$ cat src/sbc_reset_pkg.sv
// Contract
// Power-on: bus failure 00, aux diag 1, core diag 0; live in start/restart
// Interrupt enables clear on power-on, kept on start-up and restart
// Pending interrupts clear on power-on, start-up and restart entry
// Config defaults on power-on; reset length long on restart and fail-safe
// Limp enable/level 0 on power-on; restart floats if level 1; fail-safe drives
// Bus physical controls clear on power-on, kept on every other entry
// Power-on clears init bit, prescale, threshold; restart clears threshold only
// Power-on clears ident bit, loads version and chip type in word zero
// Second general word clears on power-on, kept on start-up and restart
// Development mode suppresses watchdog, interrupt timeout, start-up expiry resets
// Trigger failure still records its reset source in development mode
// Development mode ignored for watchdog in standby and sleep
// Development mode blocks fail-safe except long core undervoltage
// Init bit enters development mode once, only in start-up after power-on
// Test level before battery enters development mode
// Host keeps keep bit set in every mode write to stay
// Keep bit written 0 leaves; re-entry only after new power-on
// Forced normal blocks bus access and disables watchdog and monitors
// Forced normal starts long reset; clamp overload enters fail-safe
// Forced normal: aux on, bus active, limp and inhibit high, enable follows reset
// Test level at first battery connection activates forced normal
// Any write to word zero sets the ident bit
// Entry reset values apply in the entry cycle, ahead of bus writes
package sbc_reset_pkg;
  // Word offsets of the register map
  localparam logic [7:0] DIAG_OFS   = 8'h00;
  localparam logic [7:0] INTEN_OFS  = 8'h04;
  localparam logic [7:0] INTPD_OFS  = 8'h08;
  localparam logic [7:0] SYSCFG_OFS = 8'h0c;
  localparam logic [7:0] PHY_OFS    = 8'h10;
  localparam logic [7:0] SPEC_OFS   = 8'h14;
  localparam logic [7:0] GP0_OFS    = 8'h18;
  localparam logic [7:0] GP1_OFS    = 8'h1c;
  localparam logic [7:0] MODE_OFS   = 8'h20;
  localparam logic [7:0] STAT_OFS   = 8'h24;
  // Field positions
  localparam int RLS_BIT  = 0;
  localparam int LEN_BIT  = 6;
  localparam int LLV_BIT  = 7;
  localparam int DEVMODE_INIT_BIT_BIT = 0;
  localparam int KEEP_BIT = 0;
  localparam int DIC_BIT  = 11;
  // Reset values
  localparam logic [3:0]  DIAG_POR   = 4'h4;
  localparam logic [7:0]  SYSCFG_POR = 8'h10;
  localparam logic [3:0]  PHY_POR    = 4'h0;
  localparam logic [4:0]  SPEC_POR   = 5'h00;
  localparam logic [4:0]  THR_MASK   = 5'h18;
  localparam logic [11:0] GP1_POR    = 12'h000;
  localparam logic [3:0]  SRC_POR    = 4'h0;
endpackage

$ cat src/sbc_reset_bank.sv
`timescale 1ns/1ps
module sbc_reset_bank
  import sbc_reset_pkg::*;
#(
  parameter int             INT_W     = 8,
  parameter logic [3:0]     MASK_VER  = 4'h1,  // Arbitrary value
  parameter logic [6:0]     CHIP_TYPE = 7'h2a  // Arbitrary value
) (
  input  wire logic              core_clk,
  input  wire logic              rst_n,
  // APB slave
  input  wire logic              psel,
  input  wire logic              penable,
  input  wire logic              pwrite,
  input  wire logic [7:0]        paddr,
  input  wire logic [31:0]       pwdata,
  output logic [31:0]            prdata,
  output logic                   pready,
  output logic                   pslverr,
  // Mode entries as one-cycle pulses, then current mode levels
  input  wire logic              enterStartup,
  input  wire logic              enterRestart,
  input  wire logic              enterFailsafe,
  input  wire logic              inStartup,
  input  wire logic              inStandbySleep,
  // Live status
  input  wire logic [1:0]        busFailureDiag,
  input  wire logic              auxSupplyDiag,
  input  wire logic              coreSupplyDiag,
  input  wire logic [INT_W-1:0]  intEvent,
  // Watchdog and fail-safe causes, pulses
  input  wire logic              wdOverflow,
  input  wire logic              wdWindowMiss,
  input  wire logic              intTimeout,
  input  wire logic              startupExpired,
  input  wire logic [3:0]        wdResetSource,
  input  wire logic              failsafeCause,
  input  wire logic              coreUvClamp,
  // Test straps, sampled once after reset release; reset pin level used live
  input  wire logic              testPreBattery,
  input  wire logic              testAtBattery,
  input  wire logic              resetPinLevel,
  // Results
  output logic                   sysResetReq,
  output logic                   failsafeReq,
  output logic                   devModeActive,
  output logic                   forcedNormal,
  output logic                   watchdogEnable,
  output logic                   longResetStart,
  output logic                   auxRegOn,
  output logic                   busActiveForce,
  output logic                   limpHomeOutput,
  output logic                   systemInhibitOutput,
  output logic                   enableOut
);

  logic [3:0]       diag_q;
  logic [INT_W-1:0] intEn_q;
  logic [INT_W-1:0] intPend_q;
  logic [7:0]       sysCfg_q;
  logic [3:0]       phy_q;
  logic [4:0]       spec_q;
  logic [11:0]      gp0_q;
  logic [11:0]      gp1_q;
  logic [3:0]       srcCode_q;
  logic             live_q;
  logic             strapDone_q;
  logic             devMode_q;
  logic             devUsed_q;
  logic             forced_q;
  logic             ready_q;
  logic [31:0]      rdata_q;
  logic             err_q;

  // APB decode; writes land on the edge that completes the transfer
  wire        access  = psel & penable & ~ready_q;
  wire        done    = psel & penable & ready_q;
  wire        mapped  = (paddr <= STAT_OFS) && (paddr[1:0] == 2'b00);
  wire        wrOk    = done & pwrite & mapped & ~forced_q;
  wire        wrInten = wrOk & (paddr == INTEN_OFS);
  wire        wrIntpd = wrOk & (paddr == INTPD_OFS);
  wire        wrCfg   = wrOk & (paddr == SYSCFG_OFS);
  wire        wrPhy   = wrOk & (paddr == PHY_OFS);
  wire        wrSpec  = wrOk & (paddr == SPEC_OFS);
  wire        wrGp0   = wrOk & (paddr == GP0_OFS);
  wire        wrGp1   = wrOk & (paddr == GP1_OFS);
  wire        wrMode  = wrOk & (paddr == MODE_OFS);
  wire        clrPend = enterStartup | enterRestart;

  // Development mode gating of watchdog, interrupt timeout and start-up expiry resets, and of fail-safe
  wire        dmGate  = devMode_q & ~inStandbySleep;
  wire        wdEvent = wdOverflow | wdWindowMiss;
  wire        rstCause = wdEvent | intTimeout | startupExpired;
  wire        fsLive  = coreUvClamp | (failsafeCause & ~devMode_q & ~forced_q);
  wire        isdmSet = wrSpec & pwdata[DEVMODE_INIT_BIT_BIT] & inStartup & ~devUsed_q;

  // Read mux, reserved bits read as zero
  logic [31:0] rdMux;
  always_comb begin
    rdMux = 32'h0000_0000;
    case (paddr)
      DIAG_OFS:   rdMux[3:0] = diag_q;
      INTEN_OFS:  rdMux[INT_W-1:0] = intEn_q;
      INTPD_OFS:  rdMux[INT_W-1:0] = intPend_q;
      SYSCFG_OFS: rdMux[7:0] = sysCfg_q;
      PHY_OFS:    rdMux[3:0] = phy_q;
      SPEC_OFS:   rdMux[4:0] = spec_q;
      GP0_OFS:    rdMux[11:0] = gp0_q;
      GP1_OFS:    rdMux[11:0] = gp1_q;
      MODE_OFS:   rdMux[KEEP_BIT] = devMode_q;
      STAT_OFS:   rdMux[5:0] = {forced_q, devMode_q, srcCode_q};
      default:    rdMux = 32'h0000_0000;
    endcase
  end

  // Bus answer: ready one cycle into the access phase
  always_ff @(posedge core_clk or negedge rst_n) begin
    if (!rst_n) begin
      ready_q <= 1'b0;
      rdata_q <= 32'h0000_0000;
      err_q   <= 1'b0;
    end else begin
      ready_q <= access;
      rdata_q <= (access & ~forced_q) ? rdMux : 32'h0000_0000;
      err_q   <= access & (~mapped | forced_q);
    end
  end

  // Diagnosis: por values, then live after start-up or restart
  always_ff @(posedge core_clk or negedge rst_n) begin
    if (!rst_n) begin
      diag_q <= DIAG_POR;
      live_q <= 1'b0;
    end else begin
      if (clrPend) begin
        live_q <= 1'b1;
      end
      if (clrPend | live_q) begin
        diag_q <= {coreSupplyDiag, auxSupplyDiag, busFailureDiag};
      end
    end
  end

  // Interrupt enable and pending; event set beats a software clear
  always_ff @(posedge core_clk or negedge rst_n) begin
    if (!rst_n) begin
      intEn_q   <= '0;
      intPend_q <= '0;
    end else begin
      if (wrInten) begin
        intEn_q <= pwdata[INT_W-1:0];
      end
      if (clrPend) begin
        intPend_q <= '0;
      end else begin
        intPend_q <= (intPend_q & ~(wrIntpd ? pwdata[INT_W-1:0] : '0))
                     | (intEvent & intEn_q);
      end
    end
  end

  // System configuration with entry overrides ahead of writes
  always_ff @(posedge core_clk or negedge rst_n) begin
    if (!rst_n) begin
      sysCfg_q <= SYSCFG_POR;
    end else if (enterFailsafe) begin
      sysCfg_q[RLS_BIT] <= 1'b1;
      sysCfg_q[LEN_BIT] <= 1'b1;
      sysCfg_q[LLV_BIT] <= 1'b0;
    end else if (enterRestart) begin
      sysCfg_q[RLS_BIT] <= 1'b1;
      if (sysCfg_q[LLV_BIT]) begin
        sysCfg_q[LEN_BIT] <= 1'b0;
      end
    end else if (wrCfg & ~enterStartup) begin
      sysCfg_q <= pwdata[7:0];
    end
  end

  // Physical layer, special mode, general words
  always_ff @(posedge core_clk or negedge rst_n) begin
    if (!rst_n) begin
      phy_q <= PHY_POR;
      spec_q <= SPEC_POR;
      gp0_q <= {1'b0, MASK_VER, CHIP_TYPE};
      gp1_q <= GP1_POR;
    end else begin
      if (wrPhy) begin
        phy_q <= pwdata[3:0];
      end
      if (enterRestart) begin
        spec_q <= spec_q & ~THR_MASK;
      end else if (wrSpec) begin
        spec_q <= pwdata[4:0];
      end
      if (wrGp0) begin
        gp0_q <= pwdata[11:0] | 12'h800;
      end
      if (wrGp1) begin
        gp1_q <= pwdata[11:0];
      end
    end
  end

  // Test modes: straps caught once, then bus entry and exit
  always_ff @(posedge core_clk or negedge rst_n) begin
    if (!rst_n) begin
      strapDone_q <= 1'b0;
      devMode_q   <= 1'b0;
      devUsed_q   <= 1'b0;
      forced_q    <= 1'b0;
    end else if (!strapDone_q) begin
      strapDone_q <= 1'b1;
      devMode_q   <= testPreBattery;
      devUsed_q   <= testPreBattery;
      forced_q    <= testAtBattery;
    end else if (wrMode & ~pwdata[KEEP_BIT]) begin
      devMode_q <= 1'b0;
      devUsed_q <= 1'b1;
    end else if (isdmSet) begin
      devMode_q <= 1'b1;
      devUsed_q <= 1'b1;
    end
  end

  // Reset source recording is kept when development mode holds the reset off, not in forced normal
  always_ff @(posedge core_clk or negedge rst_n) begin
    if (!rst_n) begin
      srcCode_q <= SRC_POR;
    end else if (wdEvent & ~forced_q) begin
      srcCode_q <= wdResetSource;
    end
  end

  // System outputs, all registered
  always_ff @(posedge core_clk or negedge rst_n) begin
    if (!rst_n) begin
      sysResetReq         <= 1'b0;
      failsafeReq         <= 1'b0;
      watchdogEnable      <= 1'b0;
      longResetStart      <= 1'b0;
      auxRegOn            <= 1'b0;
      busActiveForce      <= 1'b0;
      limpHomeOutput      <= 1'b0;
      systemInhibitOutput <= 1'b0;
      enableOut           <= 1'b0;
    end else begin
      sysResetReq    <= rstCause & ~dmGate & ~forced_q;
      failsafeReq    <= fsLive;
      watchdogEnable <= strapDone_q & ~forced_q;
      longResetStart <= forced_q | sysCfg_q[RLS_BIT];
      auxRegOn       <= forced_q | (sysCfg_q[2:1] != 2'b00);
      busActiveForce <= forced_q;
      limpHomeOutput <= forced_q
                        | (sysCfg_q[LEN_BIT] & sysCfg_q[LLV_BIT]);
      systemInhibitOutput <= forced_q;
      enableOut      <= forced_q & resetPinLevel;
    end
  end

  assign prdata        = rdata_q;
  assign pready        = ready_q;
  assign pslverr       = err_q;
  assign devModeActive = devMode_q;
  assign forcedNormal  = forced_q;
endmodule

$ cat config.mk
export PLATFORM = sky130hd
export DESIGN_NAME = sbc_reset_bank
export DESIGN_NICKNAME = d
export VERILOG_FILES = /design/src/sbc_reset_pkg.sv /design/src/sbc_reset_bank.sv
export SDC_FILE = /design/constraint.sdc
export NUM_CORES = 1
export LEC_CHECK = 0
export ABC_CLOCK_PERIOD_IN_PS = 4300
export BUFFER_PORTS_ARGS = -buffer_cell sky130_fd_sc_hd__buf_2
export CAP_MARGIN = 5
export CORE_MARGIN = 5
export CORE_UTILIZATION = 35
export CTS_CLUSTER_SIZE = 30
export DETAILED_ROUTE_END_ITERATION = 10
export PLACE_DENSITY_LB_ADDON = 0.1
export RECOVER_POWER = 25
export SLEW_MARGIN = 15
export SYNTH_ARGS = -nofsm -noshare
export SYNTH_HDL_FRONTEND = slang
export SYNTH_SLANG_ARGS = --single-unit
$ cat constraint.sdc
create_clock -name core_clk -period 4.3 [get_ports core_clk]
set_clock_uncertainty 0.2 [all_clocks]
set_input_delay 0.645 -clock core_clk [delete_from_list [all_inputs] [get_ports core_clk]]
set_output_delay 0.645 -clock core_clk [all_outputs]
set_load 0.05 [all_outputs]
# Word-level counts from Yosys, hierarchy flattened
# Index checks and enable logic that the tools add are counted.
dict set report classes {
  magnitude_cmp 1
  eq_ne 12
  mux 23
  bitwise_logic 55
  n_reduce_logical 11
}
# operator n
set op_table {}
lappend op_table {{$eq A8 B5 Y1 const B} 4}
lappend op_table {{$and A1 B1 Y1} 30}
lappend op_table {{$pmux W3 S9} 1}
lappend op_table {{$mux W8} 3}
lappend op_table {{$and A8 B8 Y8} 2}
lappend op_table {{$eq A8 B4 Y1 const B} 2}
lappend op_table {{$eq A8 B6 Y1 const B} 2}
lappend op_table {{$mux W12} 1}
lappend op_table {{$not A1 Y1} 11}
lappend op_table {{$mux W1} 10}
lappend op_table {{$mux W5} 2}
lappend op_table {{$or A1 B1 Y1} 10}
lappend op_table {{$pmux W1 S10} 1}
lappend op_table {{$pmux W2 S5} 1}
lappend op_table {{$eq A8 B3 Y1 const B} 1}
lappend op_table {{$le A8 B6 Y1 const B} 1}
lappend op_table {{$logic_not A8 Y1} 1}
lappend op_table {{$not A8 Y8} 1}
lappend op_table {{$or A8 B8 Y8} 1}
lappend op_table {{$pmux W4 S2} 1}
lappend op_table {{$pmux W1 S7} 1}
lappend op_table {{$ne A3 B1 Y1 const B} 2}
lappend op_table {{$pmux W1 S6} 1}
lappend op_table {{$reduce_and A2 Y1} 3}
lappend op_table {{7 further kinds} 9}
dict set report word_totals {
  register_bits 92
  inputBits 75
  output_inout_bits 45
  wordCells 131
}

# Depth between registers and ports, before layout
# Gate-level depths: netlist of the first run.
dict set report depth {
  depth_word 12
  mapped_depth 7
  depth_no_buf 4
}

# Least setup slack after synthesis of the first run
# No wires, ideal clock.
dict set report synth_timing {
  path_kind {input port to flip-flop}
  start {input port paddr[4]}
  end {register intEn_q[1]}
  setup_time_ps 125
  t_arrival_ps 2099
  t_required_ps 3975
  path_slack_ps 1877
  stages 5
  path_buffers 2
  cell_sequence {buf_2 -> or4_1 -> buf_2 -> nor3_4 -> mux2_2}
}
dict set report synth_via {
  elab_chain_len 5
  elab_cells_between_ends 6
  classes_between {order compare: 1; eq/ne: 1; bitwise: 3; reduce/logical: 1}
}
# item line
set synth_rtl {}
lappend synth_rtl {{start, declared} sbc_reset_bank.sv:15} ;# input wire logic [7:0] paddr,
lappend synth_rtl {{$le A8 B6 Y1} sbc_reset_bank.sv:78} ;# wire mapped = (paddr <= STAT_OFS) && (paddr[1:0] == 2'b00);
lappend synth_rtl {{$logic_and A1 B1 Y1} sbc_reset_bank.sv:78}
lappend synth_rtl {{$and A1 B1 Y1 (2 in series)} sbc_reset_bank.sv:79} ;# wire wrOk = done & pwrite & mapped & ~forced_q;
lappend synth_rtl {{$and A1 B1 Y1 (*)} sbc_reset_bank.sv:80} ;# wire wrInten = wrOk & (paddr == INTEN_OFS);
lappend synth_rtl {{end signal, assigned} sbc_reset_bank.sv:151} ;# intEn_q <= pwdata[INT_W-1:0];
lappend synth_rtl {{end, declared} sbc_reset_bank.sv:58} ;# logic [INT_W-1:0] intEn_q;
# Every way passes the cells marked *; elsewhere a longest branch is shown, timed or not.
# A chain may end at the register's enable or synchronous reset.

# Worst setup path after layout of the first run
dict set report layout_timing {
  start {register forced_q (netlist: forcedNormal)}
  end {register gp0_q[4]}
}
dict set report layout_via {
  elab_chain_len 3
}
# item line
set layout_rtl {}
lappend layout_rtl {{start, declared} sbc_reset_bank.sv:70} ;# logic forced_q;
lappend layout_rtl {{start signal, assigned} sbc_reset_bank.sv:216} ;# forced_q <= testAtBattery;
lappend layout_rtl {{$not A1 Y1} sbc_reset_bank.sv:79}
lappend layout_rtl {{$and A1 B1 Y1} sbc_reset_bank.sv:79}
lappend layout_rtl {{$and A1 B1 Y1} sbc_reset_bank.sv:85} ;# wire wrGp0 = wrOk & (paddr == GP0_OFS);
lappend layout_rtl {{end signal, assigned} sbc_reset_bank.sv:185} ;# gp0_q <= {1'b0, MASK_VER, CHIP_TYPE};
lappend layout_rtl {{end signal, assigned} sbc_reset_bank.sv:197} ;# gp0_q <= pwdata[11:0] | 12'h800;
lappend layout_rtl {{end, declared} sbc_reset_bank.sv:63} ;# logic [11:0] gp0_q;
# No other way between the ends.

==> results.cfg, run 1 <==
[die]
die_h_um = 124.0
coreArea_um2 = 12670
die_x_um = 124.0
initial_core_util_pct = 35.90
rows = 41
die_area_um2 = 15380
io_pins = 120

[global_routing]
grt_max_degree = 68
grtUsageMet3_pct = 3.451
grt_overflow = 0
track_usage_pct = 16.33
antenna_found_initial = 0
use_met1_pct = 23.03
grt_pass1_wl_um = 18670
grtUsageMet2_pct = 25.48
grt_pass1_vias = 3237
grt-busiest-layer = met2

[logic_synthesis]
synthDistinctLibCells = 57
synth-compound-area-share_pct = 10.12
synth_top_area_cell = dfrtp_1
synth_edf_count = 0
synth.yosys.warnings = 0
synth_xor_area_share_pct = 0
postSynthAreaPerCell_um2 = 11.76
syn_area_um2 = 4549
ys_seq_area_share_pct = 50.77
synth_top_family_by_area = multiplexers
synth-adder-area-share_pct = 0
ys_async_sr_fraction_pct = 100.0
syn_inst = 387
yosys.area_share.simple_pct = 14.36
synthFlopType = dfrtp_1
synth.area.top_cells = dfrtp_1 (47%), mux2_2 (11%), buf_4 (4.1%), dfstp_2 (3.5%), mux2_4 (3.0%)
synth_seq_cells = 92
synthMuxAreaShare_pct = 18.51
yosysTopAreaCellShare_pct = 47.30

[cts]
cts_tree = yes
clk_pin_slew_ps = 60
clock_latency_ps = 340
cts_hold_buf = 0
cts_resized = 0
cts_sinks = 92
cts_max_level = 3
root_buffer = clkbuf_16
clockBufferDepth = 2
postCtsSetupRepairBufs = 0
cts_buffers = 9

[sta]
finalCritPeriodShare_pct = 70.28
post-route-min-period_ps = 3022
slew_headroom_pct = -12.35
layout_setup_ws_ps = 1278
rsz0062_at_grt = false
finalSetupTns_ps = 0
hold_viol = 0
tightestPinTransition_ps = 1685
max_freq_ghz = 0.3309
drv_slew = 68
setup_viol = 0

[route]
firstDrtPassIters = 7
drcViolationCount = 0
drt_iter0_markers = 234
antenna_left = 0
wl_um = 12070
avgViaCountPerCell = 5.134
wl_per_cell_um = 18.97
vias = 3265

[power_and_ir_drop]
cellLeakagePower_uw = 0.002439
ir_worst_vdd_mv = 0.1562
totalPowerFinal_uw = 1958
p_per_area_nw_per_um2 = 367.7

[outcome]
status = finished with violations
violations = capacitance limit, slew limit

[critical_path]
setup.worst_path.start_class = register
crit_fanout = 13
cp_data_required_time_ps = 4320
arrival_ps = 3050
cp-end-kind = register
crit_type = reg -> reg

[place]
gp_congestion = 0.7955
place_ws_ps = 1103
numPortBuffers = 79
dp_hpwl_um = 8467
placed_area_um2 = 5020

[cells_and_area]
syn2layout_area_growth_pct = 17.08
fillCellCount = 1267
antenna_cells = 0
nets = 534
drive_gt1_share_pct = 37.93
utilization_pct = 42.04
fin_area_um2 = 5326

[hold_path]
hold_class = reg -> reg

[job]
drv_cap = 1
==> worst max-delay path, stage by stage (launching register included) <==
cell	delay (ps)
dfrtp_1	370
clkbuf_1	330
a2111oi_4	530
and3_1	460
nand3_2	540
mux2_4	470
==> cell families (layout without fill, tap and decap cells) <==
group,count (synthesis),count (layout)
mux,70,70
flops,92,92
buf+inv,47,105
simple gates,110,110
compound gates,66,66
other cells,2,21
==> cells in the final DEF, fill, tap and decap left out, drive strengths merged, types with 4 or more instances in the layout <==
| cell type | Yosys | final |
|---|---|---|
| dfrtp | 86 | 86 |
| buf | 33 | 81 |
| mux2 | 56 | 56 |
| nand2 | 21 | 21 |
| conb | 2 | 21 |
| nand3 | 19 | 19 |
| nor2 | 17 | 17 |
| o21ai | 17 | 17 |
| a21oi | 16 | 16 |
| nor3 | 12 | 12 |
| clkbuf | 9 | 12 |
| mux2i | 11 | 11 |
| dfstp | 6 | 6 |
| inv | 5 | 6 |
| nand4 | 5 | 5 |
| nor2b | 5 | 5 |
| nand3b | 5 | 5 |
| a22o | 4 | 4 |
| a32oi | 4 | 4 |
| a22oi | 4 | 4 |
| clkinv | 0 | 4 |
==> final cells by class <==
class                      instances  area [um2]  share of cell area (%)
clock buffer                       9       225.2                   4.228
clock inverter                     7       88.84                   1.668
inverter                           5       18.77                  0.3524
multi-input combinational        267        2041                   38.31
sequential                        92        2310                   43.36
tap                              172       215.2                   4.040
timing repair buffer              84       427.9                   8.034
==> power breakdown <==
group          leakage, uW  internal [uW]  switching, uW
combinational      0.00108           55.0            163
clock             0.000159            507            336
sequential         0.00120            885           12.6
total              0.00244           1450            511
==> metrics by stage <==
| step | cells | hold slack (ps) |
|---|---|---|
| floorplan | 406 | 149.4 |
| global placement | 620 | 254.7 |
| detailed placement | 620 | 254.9 |
| CTS | 636 | 240.9 |
| global route | 636 | 294.4 |
| finish | 636 | 266.7 |
==> sequential cells by signal, indices dropped and copies added (netlist names), 4 cells and up <==
name       flops
sysCfg_q       8
spec_q         5
gp1_q         12
prdata        12
diag_q         4
gp0_q         12
intPend_q      8
phy_q          4
intEn_q        8
srcCode_q      4
==> synth_stat cells, drive strengths merged (3+ instances only) <==
cell,count
a21oi,16
a22o,4
a22oi,4
a31oi,3
a32oi,4
and2,3
buf,33
clkbuf,9
dfrtp,86
dfstp,6
inv,5
mux2,56
mux2i,11
mux4,3
nand2,21
nand3,19
nand3b,5
nand4,5
nor2,17
nor2b,5
nor3,12
nor4,3
nor4b,3
o21ai,17
o2bb2ai,3
or2,3
or4b,3
==> per-layer routing <==
metal  part of all wire (%)  wire length, um
met1                     46             5518
met2                     47             5613
met4                    1.1              131
met5                      0                0
met3                    6.7              804
==> final timing paths <==
kind | end | depth (start not counted) | startpoint | slack (ps)
max | gp0_q[4] | 5 | forcedNormal | 1280
min | gp0_q[11] | 1 | gp0_q[11] | 270
max reg2reg | gp0_q[4] | 5 | forcedNormal | 1280
min reg2reg | gp0_q[11] | 1 | gp0_q[11] | 270
max in group asynchronous | gp0_q[3] | 2 | rst_n | 2170
min in group asynchronous | pslverr | 1 | rst_n | 540
No activity file was read; power rests on OpenSTA's default activity.
==> run 2: changes to the inputs <==
--- a/config.mk
+++ b/config.mk
@@ -5,7 +5,8 @@
 export SDC_FILE = /design/constraint.sdc
 export NUM_CORES = 1
 export LEC_CHECK = 0
-export ABC_CLOCK_PERIOD_IN_PS = 4300
+export ABC_AREA = 1
+export ABC_CLOCK_PERIOD_IN_PS = 3000
 export BUFFER_PORTS_ARGS = -buffer_cell sky130_fd_sc_hd__buf_2
 export CAP_MARGIN = 5
 export CORE_MARGIN = 5
==> constraint.sdc (replaced) <==
create_clock -name core_clk -period 3 [get_ports core_clk]
set_clock_uncertainty 0.2 [all_clocks]
set_input_delay 0.45 -clock core_clk [delete_from_list [all_inputs] [get_ports core_clk]]
set_output_delay 0.45 -clock core_clk [all_outputs]
set_load 0.05 [all_outputs]
==> run 2 against run 1 <==
The run now ends clean; sequential cell count unchanged; die area is 3.2% lower; worst setup slack lost 210 ps; core utilization is 0.29 points lower; via count up 5.3%; routed wire length fell by 5.3%.
==> results.cfg, run 2 <==
[critical_path]
crit_fanout = 51
setup.worst_path.start_class = primary input
cp-end-kind = asynchronous set/reset pin
arrival_ps = 2190
rrSetupSlack_ps = 1140
cp_data_required_time_ps = 3260
worstReg2RegStart = forcedNormal
r2r_cells = 6
r2r-end = gp0_q[2]
crit_type = in -> async

[sta]
tightestPinTransition_ps = 1080
drv_slew = 0
layout_setup_ws_ps = 1071
finalSetupTns_ps = 0
max_freq_ghz = 0.5183
finalCritPeriodShare_pct = 64.31
rsz0062_at_grt = false
holdWs_ps = 101.3
slew_headroom_pct = 27.98
setup_viol = 0
hold_viol = 0
post-route-min-period_ps = 1929

[power_and_ir_drop]
ir_worst_vdd_mv = 0.1994
p_per_area_nw_per_um2 = 538.0
cellLeakagePower_uw = 0.002558

[logic_synthesis]
syn_inst = 500
yosysTopAreaCellShare_pct = 49.03
synthDistinctLibCells = 34
synth_common_cells = nand2_1 (149), dfrtp_1 (86), inv_1 (50)
ys_seq_area_share_pct = 52.62
synth_most_common_cell = nand2_1
synth_edf_count = 0
synth.area.top_cells = dfrtp_1 (49%), nand2_1 (13%), o21ai_2 (4.4%), inv_1 (4.3%), buf_4 (3.9%)
synth_top_area_cell = dfrtp_1
ys_async_sr_fraction_pct = 100.0
syn_area_um2 = 4389
synth.yosys.warnings = 0
synthFlopType = dfrtp_1
postSynthAreaPerCell_um2 = 8.778
synth_seq_cells = 92

[cts]
clk_pin_slew_ps = 60
clock_latency_ps = 340
cts_sinks = 92
cts_buffers = 9
root_buffer = clkbuf_16
clockBufferDepth = 2
cts_max_level = 3
cts_resized = 0
cts_tree = yes

[cells_and_area]
nets = 658
utilization_pct = 41.74
fin_area_um2 = 5204
final_common_cell = nand2_1
syn2layout_area_growth_pct = 18.56
final_cell_mix = nand2_1 (149), dfrtp_1 (86), buf_2 (77), inv_1 (51), nor2_1 (30)
drive_gt1_share_pct = 26.02
antenna_cells = 0

[die]
die_area_um2 = 14880
die_x_um = 122.0
die_h_um = 122.0
rows = 41
io_pins = 120
initial_core_util_pct = 35.21
coreArea_um2 = 12470

[hold_path]
whs_endpoint = enableOut
min_path_cells = 3
hold_class = in -> reg
hold_start = resetPinLevel

[route]
firstDrtPassIters = 5
avgViaCountPerCell = 4.524
antenna_left = 0
vias = 3438
drt_iter0_markers = 244
drcViolationCount = 0
wl_um = 11430
wl_per_cell_um = 15.04

[global_routing]
grt_pass1_vias = 3396
grt_pass1_wl_um = 18210
track_usage_pct = 16.14
grt_max_degree = 52
grt-busiest-layer = met2
grtUsageMet2_pct = 25.59
grtUsageMet3_pct = 2.925
use_met1_pct = 22.16
grt_overflow = 0
antenna_found_initial = 0

[place]
placed_area_um2 = 4868
gp_congestion = 0.8176
dp_hpwl_um = 8202
place_ws_ps = 786.2
numPortBuffers = 79

[outcome]
status = finished, final reports clean

[job]
drv_cap = 0
-- run 2: cell types whose count changed after synthesis, sizes merged, moves of 6 or more --
cell	delta
a21oi	+8
nor2	+20
inv	+50
mux2i	-11
nor3	-10
o21bai	+6
nand2	+135
mux2	-50
clkbuf	-8
o21ai	+36
-- run 2: area by class of cell --
class	count	area (um2)
sequential	92	2310
inverter	56	212.7
fill	1284	7262
tap	172	215.2
clock inverter	3	68.82
clock buffer	13	260.3
timing repair buffer	82	431.7
multi-input combinational	342	1705
-- run 2: cells by family after synthesis --
kind of cell,synth area share [%]
simple gates,21.66
compound gates,13.85
flops,52.62
buf+inv,10.15
mux,1.539
other cells,0.1711
-- run 2: worst max path at each step --
| stage | startpoint | end | slack, ps | depth (start not counted) |
|---|---|---|---|---|
| after detailed placement | paddr[7] | gp0_q[2] | 790 | 9 |
| after CTS | forcedNormal | prdata[1] | 1060 | 3 |
| final | rst_n | gp0_q[7] | 1070 | 3 |
| after floorplan | forcedNormal | srcCode_q[0] | 1150 | 3 |
| after global placement | paddr[7] | gp0_q[9] | 800 | 9 |
| after global routing | rst_n | gp0_q[7] | 800 | 3 |
-- run 2: stage by stage --
stage / power (uW) / instances
2_1_floorplan: 1492 / 519
3_3_place_gp: 1583 / 743
3_5_place_dp: 1585 / 743
4_1_cts: 2839 / 760
5_1_grt: 2907 / 760
6_report: 2800 / 760
-- run 2: timing repair --
| item | 4_1_cts | 5_1_grt |
|---|---|---|
| buffers inserted | 0 | 0 |
| hold buffers | 1 | 0 |
| endpoints found under the hold margin | 40 | 0 |
-- run 2: worst max-delay path: stages --
cell and delay (ps):
dlygate4sd3_1 520, clkbuf_2 810, buf_12 350
-- run 2: power breakdown --
part | leakage [uW] | internal [uW] | switching [uW]
combinational | 0.00120 | 62.9 | 208
clock | 0.000160 | 778 | 464
sequential | 0.00120 | 1270 | 18.5
total | 0.00256 | 2110 | 691
-- run 2: layer usage --
| layer | share of wire (%) | routed length [um] |
|---|---|---|
| met4 | 1.8 | 210 |
| met3 | 5.0 | 566 |
| met1 | 48 | 5438 |
| met5 | 0 | 0 |
| met2 | 46 | 5216 |
